===== config.mk =====
export PLATFORM = sky130hd
export DESIGN_NAME = tv_mcu_interrupt_unit
export DESIGN_NICKNAME = d
export VERILOG_FILES = /design/src/rtl/tv_mcu_interrupt_unit.v /design/src/rtl/irq_sync2.v
export VERILOG_INCLUDE_DIRS = /design/src /design/src/rtl
export SDC_FILE = /design/constraint.sdc
export NUM_CORES = 1
export LEC_CHECK = 0
export BUFFER_PORTS_ARGS = -buffer_cell sky130_fd_sc_hd__buf_2
export CAP_MARGIN = 20
export CORE_UTILIZATION = 50
export DETAILED_ROUTE_END_ITERATION = 8
export PLACE_DENSITY = 0.83
export SLEW_MARGIN = 20
export SYNTH_ARGS = -nofsm -noshare
export SYNTH_HDL_FRONTEND = slang
export SYNTH_SLANG_ARGS = --single-unit

===== constraint.sdc =====
create_clock -name i_core_clk -period 6.9 [get_ports i_core_clk]
set_clock_uncertainty 0.05 [all_clocks]
set_input_delay 1.035 -clock i_core_clk [delete_from_list [all_inputs] [get_ports i_core_clk]]
set_output_delay 1.035 -clock i_core_clk [all_outputs]
set_load 0.01 [all_outputs]

===== src/rtl/tv_irq_map.vh =====
// offsets, field positions, reset values and vectors of the interrupt unit
// assumes byte addressing on a 32-bit Avalon-MM slave, one register per word
`ifndef TV_IRQ_MAP_VH
`define TV_IRQ_MAP_VH

// ==================================================
// register byte offsets
`define OFS_ENABLE_REG_A 8'h00
`define OFS_ENABLE_REG_B 8'h04
`define OFS_PRIORITY_REG_A 8'h08
`define OFS_PRIORITY_REG_B 8'h0C
`define OFS_REQUEST_FLAG_REG 8'h10
`define OFS_SERIAL_CONTROL_REG 8'h14
`define OFS_IRQ_STATUS_REG 8'h18

// ==================================================
// field positions, register a (enable and priority share the layout)
`define BIT_GLOBAL_IRQ_GATE 7
`define BIT_SERIAL 5
`define BIT_TIMER_ONE 3
`define BIT_EXT_ONE 2
`define BIT_TIMER_ZERO 1
`define BIT_EXT_ZERO 0
// field positions, register b and request flag register
`define BIT_CAPTION 6
`define BIT_BUSY 5
// serial control register
`define BIT_SERIAL_IRQ_FLAG 3
// status register
`define BIT_STAT_INPROG_LO 0
`define BIT_STAT_INPROG_HI 1
`define BIT_STAT_HOLDOFF 2

// ==================================================
// reset values
`define RST_ENABLE_REG_A 8'h00
`define RST_ENABLE_REG_B 8'h00
`define RST_PRIORITY_REG_A 8'h00
`define RST_REQUEST_FLAG_REG 8'h00
`define RST_SERIAL_CONTROL_REG 8'h00
// writable bits of the register a and register b layouts; serial control is written in full
`define MASK_REG_A 8'hAF
`define MASK_REG_B 8'h60

// ==================================================
// serial status: low three bits are always zero in a valid code
`define SERIAL_STATUS_LOW_MASK 8'h07
`define SERIAL_STATUS_IDLE 8'hF8

// ==================================================
// service vectors
`define VEC_EXT_ZERO 16'h0003
`define VEC_TIMER_ZERO 16'h000B
`define VEC_EXT_ONE 16'h0013
`define VEC_TIMER_ONE 16'h001B
`define VEC_SERIAL 16'h002B
`define VEC_BUSY 16'h0063
`define VEC_CAPTION 16'h006B

`endif


===== src/rtl/tv_mcu_interrupt_unit.v =====
// interrupt unit: request flags, enable/priority registers, poll and vector logic
// assumes the core supplies a sample strobe per machine cycle, instruction end
// and final-cycle indications, and performs the long call it is handed
`include "tv_irq_map.vh"
`default_nettype none

module tv_mcu_interrupt_unit (
  // clock and reset
  input wire i_core_clk,
  input wire i_rst,
  // avalon-mm register slave
  input wire [7:0] i_avs_address,
  input wire i_avs_read,
  input wire i_avs_write,
  input wire [31:0] i_avs_writedata,
  input wire [3:0] i_avs_byteenable,
  output reg [31:0] o_avs_readdata,
  output reg o_avs_waitrequest,
  // machine cycle timing from the core
  input wire i_sample_phase,
  input wire i_last_cycle,
  input wire i_instr_end,
  input wire i_return_from_irq,
  input wire i_core_reg_access,
  // request sources
  input wire i_ext_request_zero,
  input wire i_ext_request_one,
  input wire i_timer_zero_ovf,
  input wire i_timer_one_ovf,
  input wire i_serial_status_load,
  input wire [7:0] i_serial_status_reg,
  input wire i_caption_set,
  input wire i_busy_set,
  // long call request to the core
  output reg o_long_call,
  output reg [15:0] o_vector,
  output reg o_call_level_hi,
  output reg [1:0] o_in_progress
);

  // ==================================================
  // source order inside a level: index 0 polls first
  localparam SRC_EXT0 = 0;
  localparam SRC_SER = 1;
  localparam SRC_TMR0 = 2;
  localparam SRC_EXT1 = 3;
  localparam SRC_BUSY = 4;
  localparam SRC_TMR1 = 5;
  localparam SRC_CAP = 6;
  localparam NSRC = 7;

  // registers seen by software
  reg [7:0] enable_reg_a_ff;
  reg [7:0] enable_reg_b_ff;
  reg [7:0] priority_reg_a_ff;
  reg [7:0] request_flag_reg_ff;
  reg [7:0] serial_control_reg_ff;

  // poll state
  reg [NSRC-1:0] sample_ff;
  reg inprog_lo_ff;
  reg inprog_hi_ff;
  reg holdoff_ff;

  // synchronised pins
  wire [1:0] ext_sync;

  // combinational helpers
  wire bus_req;
  wire bus_ack;
  wire wr_en;
  wire touch_ctrl_bus;
  wire touch_ctrl;
  wire serial_status_valid;
  wire global_irq_gate;
  wire [NSRC-1:0] raw_flags;
  wire [NSRC-1:0] src_enable;
  wire [NSRC-1:0] src_prio;
  wire [NSRC-1:0] req_hi;
  wire [NSRC-1:0] req_lo;
  wire take_hi;
  wire take_lo;
  wire blocked;
  wire go_call;
  wire end_return_from_irq;
  reg [2:0] win_hi;
  reg [2:0] win_lo;
  reg [2:0] win_idx;
  reg [15:0] win_vec;
  reg [31:0] rd_mux;
  integer i;

  // ==================================================
  // external pins come from outside the clock domain
  irq_sync2 #(
    .W(2)
  ) u_ext_sync (
    .i_core_clk(i_core_clk),
    .i_rst(i_rst),
    .i_async({i_ext_request_one, i_ext_request_zero}),
    .o_sync(ext_sync)
  );

  // ==================================================
  // bus handshake: one wait state, then a single acknowledge cycle
  assign bus_req = i_avs_read | i_avs_write;
  assign bus_ack = bus_req & ~o_avs_waitrequest;
  assign wr_en = i_avs_write & bus_ack & i_avs_byteenable[0];

  // any access to enable or priority registers holds vectoring off
  assign touch_ctrl_bus = bus_ack & (i_avs_address == `OFS_ENABLE_REG_A ||
                                     i_avs_address == `OFS_ENABLE_REG_B ||
                                     i_avs_address == `OFS_PRIORITY_REG_A ||
                                     i_avs_address == `OFS_PRIORITY_REG_B);
  assign touch_ctrl = touch_ctrl_bus | i_core_reg_access | i_return_from_irq;

  // waitrequest drops for exactly one cycle per request
  always @(posedge i_core_clk) begin
    if (i_rst) begin
      o_avs_waitrequest <= 1'b1;
    end else if (bus_req && o_avs_waitrequest) begin
      o_avs_waitrequest <= 1'b0;
    end else begin
      o_avs_waitrequest <= 1'b1;
    end
  end

  // ==================================================
  // read data mux; unmapped words and reserved bits read zero
  always @* begin
    rd_mux = 32'h0000_0000;
    case (i_avs_address)
      `OFS_ENABLE_REG_A: rd_mux[7:0] = enable_reg_a_ff;
      `OFS_ENABLE_REG_B: rd_mux[7:0] = enable_reg_b_ff;
      `OFS_PRIORITY_REG_A: rd_mux[7:0] = priority_reg_a_ff;
      `OFS_PRIORITY_REG_B: rd_mux[7:0] = `MASK_REG_B;
      `OFS_REQUEST_FLAG_REG: rd_mux[7:0] = request_flag_reg_ff;
      `OFS_SERIAL_CONTROL_REG: rd_mux[7:0] = serial_control_reg_ff;
      `OFS_IRQ_STATUS_REG: begin
        rd_mux[`BIT_STAT_INPROG_LO] = inprog_lo_ff;
        rd_mux[`BIT_STAT_INPROG_HI] = inprog_hi_ff;
        rd_mux[`BIT_STAT_HOLDOFF] = holdoff_ff;
        rd_mux[14:8] = sample_ff;
      end
      default: rd_mux = 32'h0000_0000;
    endcase
  end

  // read data is registered together with the drop of waitrequest
  always @(posedge i_core_clk) begin
    if (i_rst) begin
      o_avs_readdata <= 32'h0000_0000;
    end else if (i_avs_read && o_avs_waitrequest) begin
      o_avs_readdata <= rd_mux;
    end
  end

  // ==================================================
  // enable and priority registers, byte lane 0 only
  always @(posedge i_core_clk) begin
    if (i_rst) begin
      enable_reg_a_ff <= `RST_ENABLE_REG_A;
      enable_reg_b_ff <= `RST_ENABLE_REG_B;
      priority_reg_a_ff <= `RST_PRIORITY_REG_A;
    end else if (wr_en) begin
      if (i_avs_address == `OFS_ENABLE_REG_A) begin
        enable_reg_a_ff <= i_avs_writedata[7:0] & `MASK_REG_A;
      end
      if (i_avs_address == `OFS_ENABLE_REG_B) begin
        enable_reg_b_ff <= i_avs_writedata[7:0] & `MASK_REG_B;
      end
      if (i_avs_address == `OFS_PRIORITY_REG_A) begin
        priority_reg_a_ff <= i_avs_writedata[7:0] & `MASK_REG_A;
      end
    end
  end

  // ==================================================
  // caption and busy flags: hardware sets, software writes zero to clear;
  // a set in the clearing cycle wins so no event is lost
  always @(posedge i_core_clk) begin
    if (i_rst) begin
      request_flag_reg_ff <= `RST_REQUEST_FLAG_REG;
    end else begin
      if (wr_en && i_avs_address == `OFS_REQUEST_FLAG_REG) begin
        request_flag_reg_ff <= i_avs_writedata[7:0] & `MASK_REG_B;
      end
      if (i_caption_set) begin
        request_flag_reg_ff[`BIT_CAPTION] <= 1'b1;
      end
      if (i_busy_set) begin
        request_flag_reg_ff[`BIT_BUSY] <= 1'b1;
      end
    end
  end

  // ==================================================
  // serial flag: set when a valid status code is loaded
  assign serial_status_valid = ((i_serial_status_reg & `SERIAL_STATUS_LOW_MASK) == 8'h00) &&
                               (i_serial_status_reg != `SERIAL_STATUS_IDLE);

  always @(posedge i_core_clk) begin
    if (i_rst) begin
      serial_control_reg_ff <= `RST_SERIAL_CONTROL_REG;
    end else begin
      if (wr_en && i_avs_address == `OFS_SERIAL_CONTROL_REG) begin
        serial_control_reg_ff <= i_avs_writedata[7:0];
      end
      if (i_serial_status_load && serial_status_valid) begin
        serial_control_reg_ff[`BIT_SERIAL_IRQ_FLAG] <= 1'b1;
      end
    end
  end

  // ==================================================
  // flags, enables and levels gathered in poll order
  assign raw_flags[SRC_EXT0] = ext_sync[0];
  assign raw_flags[SRC_SER] = serial_control_reg_ff[`BIT_SERIAL_IRQ_FLAG];
  assign raw_flags[SRC_TMR0] = i_timer_zero_ovf;
  assign raw_flags[SRC_EXT1] = ext_sync[1];
  assign raw_flags[SRC_BUSY] = request_flag_reg_ff[`BIT_BUSY];
  assign raw_flags[SRC_TMR1] = i_timer_one_ovf;
  assign raw_flags[SRC_CAP] = request_flag_reg_ff[`BIT_CAPTION];

  // per-source enables, one bit each
  assign src_enable[SRC_EXT0] = enable_reg_a_ff[`BIT_EXT_ZERO];
  assign src_enable[SRC_SER] = enable_reg_a_ff[`BIT_SERIAL];
  assign src_enable[SRC_TMR0] = enable_reg_a_ff[`BIT_TIMER_ZERO];
  assign src_enable[SRC_EXT1] = enable_reg_a_ff[`BIT_EXT_ONE];
  assign src_enable[SRC_BUSY] = enable_reg_b_ff[`BIT_BUSY];
  assign src_enable[SRC_TMR1] = enable_reg_a_ff[`BIT_TIMER_ONE];
  assign src_enable[SRC_CAP] = enable_reg_b_ff[`BIT_CAPTION];
  assign global_irq_gate = enable_reg_a_ff[`BIT_GLOBAL_IRQ_GATE];

  assign src_prio[SRC_EXT0] = priority_reg_a_ff[`BIT_EXT_ZERO];
  assign src_prio[SRC_SER] = priority_reg_a_ff[`BIT_SERIAL];
  assign src_prio[SRC_TMR0] = priority_reg_a_ff[`BIT_TIMER_ZERO];
  assign src_prio[SRC_EXT1] = priority_reg_a_ff[`BIT_EXT_ONE];
  assign src_prio[SRC_BUSY] = 1'b1;
  assign src_prio[SRC_TMR1] = priority_reg_a_ff[`BIT_TIMER_ONE];
  assign src_prio[SRC_CAP] = 1'b1;

  // ==================================================
  // sample point: flags captured at each strobe, polled at the next one;
  // samples are overwritten every cycle so a denied request is forgotten
  always @(posedge i_core_clk) begin
    if (i_rst) begin
      sample_ff <= {NSRC{1'b0}};
    end else if (i_sample_phase) begin
      sample_ff <= raw_flags;
    end
  end

  // per-level requests from last samples, gated by enables
  assign req_hi = sample_ff & src_enable & src_prio & {NSRC{global_irq_gate}};
  assign req_lo = sample_ff & src_enable & ~src_prio & {NSRC{global_irq_gate}};

  // fixed order inside each level: lowest index wins
  always @* begin
    win_hi = 3'd0;
    win_lo = 3'd0;
    for (i = NSRC - 1; i >= 0; i = i - 1) begin
      if (req_hi[i]) begin
        win_hi = i[2:0];
      end
      if (req_lo[i]) begin
        win_lo = i[2:0];
      end
    end
  end

  // higher level first; a level may not nest into itself or above
  assign take_hi = (|req_hi) & ~inprog_hi_ff;
  assign take_lo = ~take_hi & (|req_lo) & ~inprog_hi_ff & ~inprog_lo_ff;

  // ==================================================
  // vector table
  always @* begin
    win_idx = take_hi ? win_hi : win_lo;
    case (win_idx)
      3'd0: win_vec = `VEC_EXT_ZERO;
      3'd1: win_vec = `VEC_SERIAL;
      3'd2: win_vec = `VEC_TIMER_ZERO;
      3'd3: win_vec = `VEC_EXT_ONE;
      3'd4: win_vec = `VEC_BUSY;
      3'd5: win_vec = `VEC_TIMER_ONE;
      3'd6: win_vec = `VEC_CAPTION;
      default: win_vec = `VEC_EXT_ZERO;
    endcase
  end

  // ==================================================
  // hold-off: armed by a return or control access, released by the end
  // of a later instruction; set wins when both meet in one cycle
  always @(posedge i_core_clk) begin
    if (i_rst) begin
      holdoff_ff <= 1'b0;
    end else if (touch_ctrl) begin
      holdoff_ff <= 1'b1;
    end else if (i_instr_end) begin
      holdoff_ff <= 1'b0;
    end
  end

  // conservative: the releasing instruction's own final cycle is still held
  assign blocked = touch_ctrl | holdoff_ff;
  assign go_call = i_sample_phase & i_last_cycle & ~blocked & (take_hi | take_lo);
  assign end_return_from_irq = i_instr_end & i_return_from_irq;

  // ==================================================
  // in-progress levels; a plain return is invisible here and leaves them set
  always @(posedge i_core_clk) begin
    if (i_rst) begin
      inprog_lo_ff <= 1'b0;
      inprog_hi_ff <= 1'b0;
    end else if (go_call) begin
      if (take_hi) begin
        inprog_hi_ff <= 1'b1;
      end else begin
        inprog_lo_ff <= 1'b1;
      end
    end else if (end_return_from_irq) begin
      if (inprog_hi_ff) begin
        inprog_hi_ff <= 1'b0;
      end else begin
        inprog_lo_ff <= 1'b0;
      end
    end
  end

  // ==================================================
  // call request to the core: pc push only, status word is not saved
  always @(posedge i_core_clk) begin
    if (i_rst) begin
      o_long_call <= 1'b0;
      o_vector <= 16'h0000;
      o_call_level_hi <= 1'b0;
    end else begin
      o_long_call <= go_call;
      if (go_call) begin
        o_vector <= win_vec;
        o_call_level_hi <= take_hi;
      end
    end
  end

  // in-progress state mirrored out for the core
  always @(posedge i_core_clk) begin
    if (i_rst) begin
      o_in_progress <= 2'b00;
    end else begin
      o_in_progress <= {inprog_hi_ff, inprog_lo_ff};
    end
  end

endmodule // tv_mcu_interrupt_unit

`default_nettype wire


===== src/rtl/irq_sync2.v =====
// two-stage synchroniser for a group of asynchronous levels
// assumes the inputs are quasi-static levels, not single-cycle pulses
`default_nettype none

module irq_sync2 #(
  parameter W = 2
) (
  // clock and reset
  input wire i_core_clk,
  input wire i_rst,
  // asynchronous levels in
  input wire [W-1:0] i_async,
  // synchronised levels out
  output reg [W-1:0] o_sync
);

  reg [W-1:0] meta_ff;

  // ==================================================
  // first stage feeds only the second stage
  always @(posedge i_core_clk) begin
    if (i_rst) begin
      meta_ff <= {W{1'b0}};
      o_sync <= {W{1'b0}};
    end else begin
      meta_ff <= i_async;
      o_sync <= meta_ff;
    end
  end

endmodule // irq_sync2

`default_nettype wire


## Yosys cells after proc, flatten, opt, wreduce, memory -nomap -nowiden

Index checks and enable logic that the tools add are counted.

- Order comparisons: 0
- Bitwise logic cells: 28
- Reductions and logical operators: 23
- Equal/unequal tests: 16
- Add/sub/neg operators: 0
- Mux-type cells: 34
- Multipliers: 0
- Div/mod/pow operators: 0
- Shift operators: 0

Operators by type and width:

| kind | count |
|---|---|
| 3-bit 2-to-1 mux | 15 |
| 7-bit one-hot mux with 6 select lines | 1 |
| 7-bit AND | 5 |
| 5-bit one-hot mux with 6 select lines | 1 |
| 8-bit by 5-bit == test with 1-bit output (second input constant) | 3 |
| 8-bit by 4-bit == test with 1-bit output (second input constant) | 2 |
| 8-bit logical NOT | 2 |
| 7-bit 2-to-1 mux | 2 |
| 7-bit OR reduction | 2 |
| 1-bit 2-to-1 mux | 13 |
| 1-bit AND | 12 |
| 3-bit one-hot mux with 4 select lines | 1 |
| 2-bit nonzero test | 5 |
| 3-bit == test (second input constant) | 3 |
| 8-bit by 3-bit == test with 1-bit output (second input constant) | 1 |
| 8-bit != test (second input constant) | 1 |
| 2-bit AND reduction | 4 |
| 7-bit inverter | 1 |
| 3-bit by 2-bit == test with 1-bit output (second input constant) | 2 |
| 1-bit logical AND | 6 |
| 1-bit inverter | 5 |
| 1-bit bitwise OR | 5 |
| 4-bit 2-to-1 mux | 1 |
| 2-bit != test (second input constant) | 2 |
| 4 further kinds | 6 |

- Flip-flop bits (word level): 74
- Memory bits (writable): 0
- Memories kept: 0
- Latch bits: 0
- Memory bits (read-only): 0
- Input bits: 68
- Logic and storage cells: 120
- Output and inout bits: 53

## Depth between registers and ports, before layout

Gate-level depths: netlist (run 1).

- Depth after elaboration: 13
- Gate-level depth with buffers: 10
- Gate-level depth less buffers: 8

## Hierarchy

From an unflattened synthesis (run 1), not the netlist that was laid out.

- Cells, all modules: 361
- Area, all modules: 3244.4 µm²

Modules (own cells, without submodules):

| module | cells an instance | seq. area each (µm²) | times used | area an instance (µm²) |
|---|---|---|---|---|
| tv_mcu_interrupt_unit | 353 | 1181.1 | 1 | 3139.3 |
| irq_sync2 | 8 | 80.1 | 1 | 105.1 |

## Worst setup path before layout (run 1)

No wires, ideal clock.

- Path type: input port to flip-flop
- Start: input i_avs_address[7]
- End: register o_vector[1]
- Cell stages on the path: 6
- Library setup time: 115 ps
- Data required time: 6735 ps
- Data arrival time: 2490 ps
- Path buffers: 1
- Slack: 4245 ps
- Cell sequence: or4_4 -> buf_6 -> o41ai_4 -> nor3_2 -> o21a_4 -> o21a_1

- Longest elaborated chain between the ends: 11
- Elaborated cells between the ends (all ways): 14
- Classes of those cells: eq/ne (3); bitwise (7); reduce/logical (4)

RTL lines:

| what | RTL line | source |
|---|---|---|
| from (decl) | tv_mcu_interrupt_unit.v:12 | `input wire [7:0] i_avs_address,` |
| 8-bit by 3-bit == test with 1-bit output / 8-bit logical NOT (equally long branches) | - |  |
| 1-bit logical OR (no source line) (2 in a row) | - |  |
| 1-bit logical OR (no source line) (*) | - |  |
| 1-bit AND (*) | tv_mcu_interrupt_unit.v:111 | `` assign touch_ctrl_bus = bus_ack & (i_avs_address == `OFS_ENABLE_REG_A \|\| `` |
| 1-bit bitwise OR (*) (2 in a row) | tv_mcu_interrupt_unit.v:115 | `assign touch_ctrl = touch_ctrl_bus \| i_core_reg_access \| i_return_from_irq;` |
| 1-bit bitwise OR (*) | tv_mcu_interrupt_unit.v:306 | `assign blocked = touch_ctrl \| holdoff_ff;` |
| 1-bit inverter (*) | tv_mcu_interrupt_unit.v:307 | `assign go_call = i_sample_phase & i_last_cycle & ~blocked & (take_hi \| take_lo);` |
| 1-bit AND (*) (2 in a row) | tv_mcu_interrupt_unit.v:307 |  |
| to (signal assigned) | tv_mcu_interrupt_unit.v:341 | `o_vector <= win_vec;` |
| to (decl) | tv_mcu_interrupt_unit.v:36 | `output reg [15:0] o_vector,` |

Mark *: on every way between the ends. The rest lies on a longest branch, timed or not.
A chain may end at the register's enable or synchronous reset.

## Worst setup path in the final report (run 1)

- Start: register enable_reg_a_ff[7]
- End: register o_vector[5]

- Longest elaborated chain between the ends: 11
- Elaborated cells between the ends (all ways): 33
- Classes of those cells: eq/ne (6); mux (16); bitwise (9); reduce/logical (2)

RTL lines:

| what | RTL line | source |
|---|---|---|
| from (decl) | tv_mcu_interrupt_unit.v:53 | `reg [7:0] enable_reg_a_ff;` |
| from (signal assigned) | tv_mcu_interrupt_unit.v:162 | `` enable_reg_a_ff <= `RST_ENABLE_REG_A; `` |
| from (signal assigned) | tv_mcu_interrupt_unit.v:167 | `` enable_reg_a_ff <= i_avs_writedata[7:0] & `MASK_REG_A; `` |
| 7-bit AND, on equally long branches | tv_mcu_interrupt_unit.v:256, tv_mcu_interrupt_unit.v:255 |  |
| 3-bit 2-to-1 mux, on equally long branches (7 in a row) | tv_mcu_interrupt_unit.v:266, tv_mcu_interrupt_unit.v:263 |  |
| 3-bit 2-to-1 mux | tv_mcu_interrupt_unit.v:279 | `win_idx = take_hi ? win_hi : win_lo;` |
| 3-bit == test, or another cell as far along | tv_mcu_interrupt_unit.v:280 | `case (win_idx)` |
| 7-bit one-hot mux with 6 select lines | tv_mcu_interrupt_unit.v:280 |  |

Parallel ways exist; a longest one is shown, timed or not.

==> impl_metrics.ini, run 1 <==
[status]
outcome = finished, final reports clean

[global_routing]
overflow = 0
grt_pass1_vias = 2442
grt_max_degree = 54
grt_antenna_before_repair = 0
grt_pass1_wl_microns = 11700
grt_usage_pct = 23.7

[route]
antenna_left = 0
vias = 2718
first_pass_iters = 5
drc_errors = 0
viasPerCell = 5.47
drt-total-wl_microns = 7210
drt_iter0_drc = 214
wl_per_cell_microns = 14.5

[cts]
cts_setup_buffers = 0
cts.clk_slew.worst_paths_ns = 0.07
htree_levels = 3
cts_buffers = 9
cts_buffer_depth = 2
clockRootBuffer = clkbuf_8
clkLatencyLatePin_ns = 0.34
clock_sinks = 63
tritoncts = done
postCtsResizedCells = 0
cts_hold_buf = 0

[job]
drv_cap = 0

[synthesis]
ys_types = 62
synth_area_sq_mm = 0.00315
synthArstFlopShare_pct = 0
synth_top_area_share_pct = 40.0
synth_area_per_cell_sq_um = 8.77
yosysTopAreaCell = dfxtp_1
ys_seq_area_share_pct = 40.0
ys_seq_elements = 63
synth-edff-count = 0
synth.most_common_cell = dfxtp_1
syn-instance-count = 359
synthTopCellsByCount = dfxtp_1, nand2_1, nor2_1, buf_4
synth_flop_cell = dfxtp_1
yosys-top-cells-area = dfxtp_1, buf_4, mux2i_1, nand2_1, nor2_1
synth_warnings = 0

[sta]
min_period_ns = 2.70
worst_slew_pin_slew_ns = 0.931
hold_violations = 0
setup_violations = 0
holdWs_ns = 0.386
tns_ns = 0
max_freq_ghz = 0.371
grt_setup_unrepaired = false
layout_setup_ws_ns = 4.20
maxSlewViolCount = 0
slew_headroom_pct = 37.9
min_period_over_period_pct = 39.1

[hold_path]
hold_class = flop to flop

[place]
dp_cells = 481
postPlaceCellArea_sq_mm = 0.00338
dp_hpwl_microns = 5340
dp_slack_ns = 3.91
portBuffers = 66
place_congestion = 0.904

[final_layout]
finalNetCount = 489
post_route_cells_drive_above_1_share_pct = 23.9
diodes = 0
n_fill_cell = 569
fin_cells = 497
syn_to_final_growth_pct = 14.1
final_area_sq_mm = 0.00359

[critical_path]
required_ns = 7.08
critPathKind = flop to flop
crit_path_end_kind = flop
cp-start-kind = flop
worstPathArrival_ns = 2.88
path_max_fanout = 13

[floorplanning]
dieHeight_microns = 81.4
die_w_microns = 81.4
ios = 121
initial_utilization_pct = 52.6
rows = 28
die_area_sq_mm = 0.00662
coreArea_sq_mm = 0.00599

[power]
peakVddDrop_uv = 124
power_density_mw_per_mm2 = 214
leakagePower_nw = 1.55
[report_power, final]
part / internal, mW / switching [mW]
Clock: 0.201 / 0.145
Combinational: 0.0172 / 0.0339
Sequential: 0.368 / 0.00488
[kinds of logic after synthesis]
family	after synthesis	synth area share (%)
muxes	25	8.10
buffers and inverters	53	10.2
xor gates and xnor gates	2	0.556
other	1	0.119
and+or+nand+nor	135	22.1
AOI/OAI and AO/OA	76	17.4
DFF	63	40.0
adders and majority gates	4	1.59
[metal layers]
layer	vias up	part of all wire (%)	track usage, %
li1	1335	-	-
met1	1277	45	29.9
met2	95	47	38.1
met3	11	6.3	5.06
met4	0	1.9	11.4
met5	-	0	0
[cells in the final DEF (no fill, tap or decap), drive strengths merged, types with 4 or more instances in the layout]
master,netlist,final
ha,4,4
conb,1,27
nand4,4,4
o21ai,9,9
nor2b,6,6
dfxtp,63,63
a22o,6,6
clkinv,1,5
a21oi,22,22
mux2,4,4
nand3,14,14
buf,37,66
inv,7,7
nand2,48,48
nor2,33,33
clkbuf,8,9
nor4,4,4
and4b,4,4
nor3,7,7
a22oi,13,13
mux2i,21,21
[final timing paths]
path / from / endpoint / slack [ns] / cells past startpoint
max: enable_reg_a_ff[7] / o_vector[5] / 4.20 / 8
min: u_ext_sync.meta_ff[0] / u_ext_sync.o_sync[0] / 0.39 / 1
max reg2reg: enable_reg_a_ff[7] / o_vector[5] / 4.20 / 8
min reg2reg: u_ext_sync.meta_ff[0] / u_ext_sync.o_sync[0] / 0.39 / 1
[sequential cells by signal, indices dropped and copies added, names as in the netlist, 2 cells and up]
signal,flops
request_flag_reg_ff,2
enable_reg_b_ff,2
o_in_progress,2
u_ext_sync.o_sync,2
sample_ff,7
priority_reg_a_ff,6
o_avs_readdata,15
enable_reg_a_ff,6
serial_control_reg_ff,8
o_vector,5
u_ext_sync.meta_ff,2
[through the flow]
step,total power [mW],utilization (%)
floorplan,0.423,-
global placement,0.431,56.4
detailed placement,0.432,56.4
CTS,0.774,60.0
global route,0.796,60.0
finish,0.770,60.0
[cell type report]
| cell class | instances | area [sq um] | share of cell area, % |
|---|---|---|---|
| multi-input combinational | 269 | 1670 | 46.4 |
| sequential | 63 | 1260 | 35.1 |
| timing repair buffer | 66 | 330 | 9.20 |
| clock buffer | 9 | 124 | 3.45 |
| tap | 75 | 93.8 | 2.61 |
| clock inverter | 7 | 87.6 | 2.44 |
| inverter | 8 | 30.0 | 0.836 |
[worst max-delay path, stage by stage (launching register included)]
cell and delay [ns]:
dfxtp_1 0.58, nand4_1 0.22, a41oi_1 0.46, or2_2 0.31, o2111ai_1 0.20, o31a_1 0.17
ha_1 0.21, nor4_1 0.28, o32ai_1 0.11
Power figures use the tool's default switching activity.
==> run 2: changes to the inputs <==
--- a/config.mk
+++ b/config.mk
@@ -8,9 +8,9 @@
 export LEC_CHECK = 0
 export BUFFER_PORTS_ARGS = -buffer_cell sky130_fd_sc_hd__buf_2
 export CAP_MARGIN = 20
-export CORE_UTILIZATION = 50
+export CORE_UTILIZATION = 44
 export DETAILED_ROUTE_END_ITERATION = 8
-export PLACE_DENSITY = 0.83
+export PLACE_DENSITY = 0.78
 export SLEW_MARGIN = 20
 export SYNTH_ARGS = -nofsm -noshare
 export SYNTH_HDL_FRONTEND = slang
==> constraint.sdc (replaced) <==
create_clock -name i_core_clk -period 2.2 [get_ports i_core_clk]
set_clock_uncertainty 0.05 [all_clocks]
set_input_delay 0.33 -clock i_core_clk [delete_from_list [all_inputs] [get_ports i_core_clk]]
set_output_delay 0.33 -clock i_core_clk [all_outputs]
set_load 0.01 [all_outputs]
==> impl_metrics.ini, run 2 (synthesis gave the netlist of run 1 again) <==
[sta]
min_period_over_period_pct = 102
min_period_ns = 2.25
worst_slew_pin_slew_ns = 0.565
hold_violations = 0
maxSlewViolCount = 0
tns_ns = -0.0471
holdWs_ns = 0.140
max_freq_ghz = 0.445
grt_setup_unrepaired = true
setup_violations = 1
slew_headroom_pct = 62.3
layout_setup_ws_ns = -0.0471

[final_layout]
final_area_sq_mm = 0.00395
final_cell_mix = buf_2, dfxtp_1, nand2_1
largest_reg_flops = 15
final_common_cell = buf_2
syn_to_final_growth_pct = 25.5
largest-register = o_avs_readdata
top_regs = o_avs_readdata x15, serial_control_reg_ff x8, sample_ff x7
diodes = 0
post_route_cells_drive_above_1_share_pct = 32.9
finalNetCount = 527
utilization_pct = 57.5

[critical_path]
r2r_end = o_vector[5]
r2r_setup_slack_ns = -0.05
critPathKind = flop to flop
cp-start-kind = flop
crit_path_end_kind = flop
path_max_fanout = 6
reg2reg_depth = 8
r2r-start = enable_reg_a_ff[7]
required_ns = 2.38
worstPathArrival_ns = 2.43

[floorplanning]
die_w_microns = 86.6
initial_utilization_pct = 45.8
coreArea_sq_mm = 0.00687
ios = 121
rows = 30
dieHeight_microns = 86.6
die_area_sq_mm = 0.00750

[place]
postPlaceCellArea_sq_mm = 0.00366
place_congestion = 0.880
portBuffers = 66
dp_hpwl_microns = 6040

[cts]
cts_buffer_depth = 2
clockRootBuffer = clkbuf_8
cts_buffers = 9
htree_levels = 3
clock_sinks = 63
cts.clk_slew.worst_paths_ns = 0.07
tritoncts = done
clkLatencyLatePin_ns = 0.34

[route]
top_layer = met4
route.met2.wl_microns = 3980
wl_per_cell_microns = 15.1
met3WireLength_microns = 554
drc_errors = 0
viasPerCell = 5.34
drt_iter0_drc = 187
drt-met1-wl_microns = 3580
first_pass_iters = 4
antenna_left = 0
vias = 2965
drt-total-wl_microns = 8390

[status]
outcome = finished with violations
violations = negative setup slack

[hold_path]
hold_path_end = u_ext_sync.meta_ff[1]
hold_class = input pin to flop
hp-start = i_ext_request_one
whs_path_depth = 2

[global_routing]
grt_max_degree = 31
grt_pass1_wl_microns = 12600
grt_antenna_before_repair = 0
overflow = 0
grt_pass1_vias = 2699
grt_usage_pct = 22.1

[power]
power_density_mw_per_mm2 = 578
peakVddDrop_uv = 298
leakagePower_nw = 1.75

[job]
drv_cap = 0
## run 2: changes by cell type in the layout (fill, tap and decap cells not counted), sizes merged
cell    before  now
bufinv       2    1
clkinv       5    3
buf         66  104
clkbuf       9   11
## run 2: power breakdown
| part | leakage [nW] | switching, mW | internal (mW) |
|---|---|---|---|
| registers | 0.511 | 0.0133 | 1.15 |
| clock network | 0.0892 | 0.429 | 0.513 |
| logic | 1.15 | 0.114 | 0.0626 |
| total | 1.75 | 0.556 | 1.73 |
## run 2: what timing repair did
action / 4_1_cts / 5_1_grt
resized for setup: 6 / 12
endpoints found under the setup margin: 4 / 4
cloned: 0 / 0
hold buffers: 0 / 0
setup buffers: 3 / 3
pin swaps: 6 / 6
## run 2: cell type report
type	instances	area [sq um]
Clock buffer	11	131
Inverter	8	30.0
Sequential cell	63	1270
Clock inverter	4	47.5
Fill cell	607	2920
Timing Repair Buffer	104	613
Tap cell	96	120
Multi-Input combinational cell	269	1740
## run 2: how the worst max path moves through the flow
| stage | slack (ns) | endpoint | startpoint | cells after the start |
|---|---|---|---|---|
| 4_1_cts | 0.003 | o_vector[5] | sample_ff[5] | 8 |
| 5_1_grt | -0.12 | o_vector[5] | enable_reg_a_ff[7] | 8 |
| 6_report | -0.05 | o_vector[5] | enable_reg_a_ff[7] | 8 |
| 2_1_floorplan | 0.005 | o_vector[5] | enable_reg_a_ff[7] | 9 |
| 3_5_place_dp | -0.21 | o_vector[5] | enable_reg_a_ff[7] | 8 |
| 3_3_place_gp | -0.05 | o_vector[5] | enable_reg_a_ff[7] | 8 |
## run 2: critical path: stages (launching register included)
cell and delay (ns):
dfxtp_4 0.38, buf_2 0.17, a21bo_2 0.25, nor3b_1 0.33, o2111ai_2 0.20, o31a_1 0.17, ha_2 0.20, nor4_2 0.28
o32ai_1 0.10
## run 2: through the flow
step                      setup WS (ns)  power (mW)  instances
final                           -0.0471        2.29        555
after global routing             -0.118        2.37        555
after CTS                       0.00255        2.30        552
after detailed placement         -0.213        1.37        534
after global placement          -0.0484        1.36        534
after floorplan                 0.00494        1.33        385
## run 2: layer usage
metal / vias up / track usage, %
li1: 1412 / -
met1: 1396 / 28.2
met2: 134 / 36.1
met3: 23 / 2.86
met4: 0 / 12.4
met5: - / 0
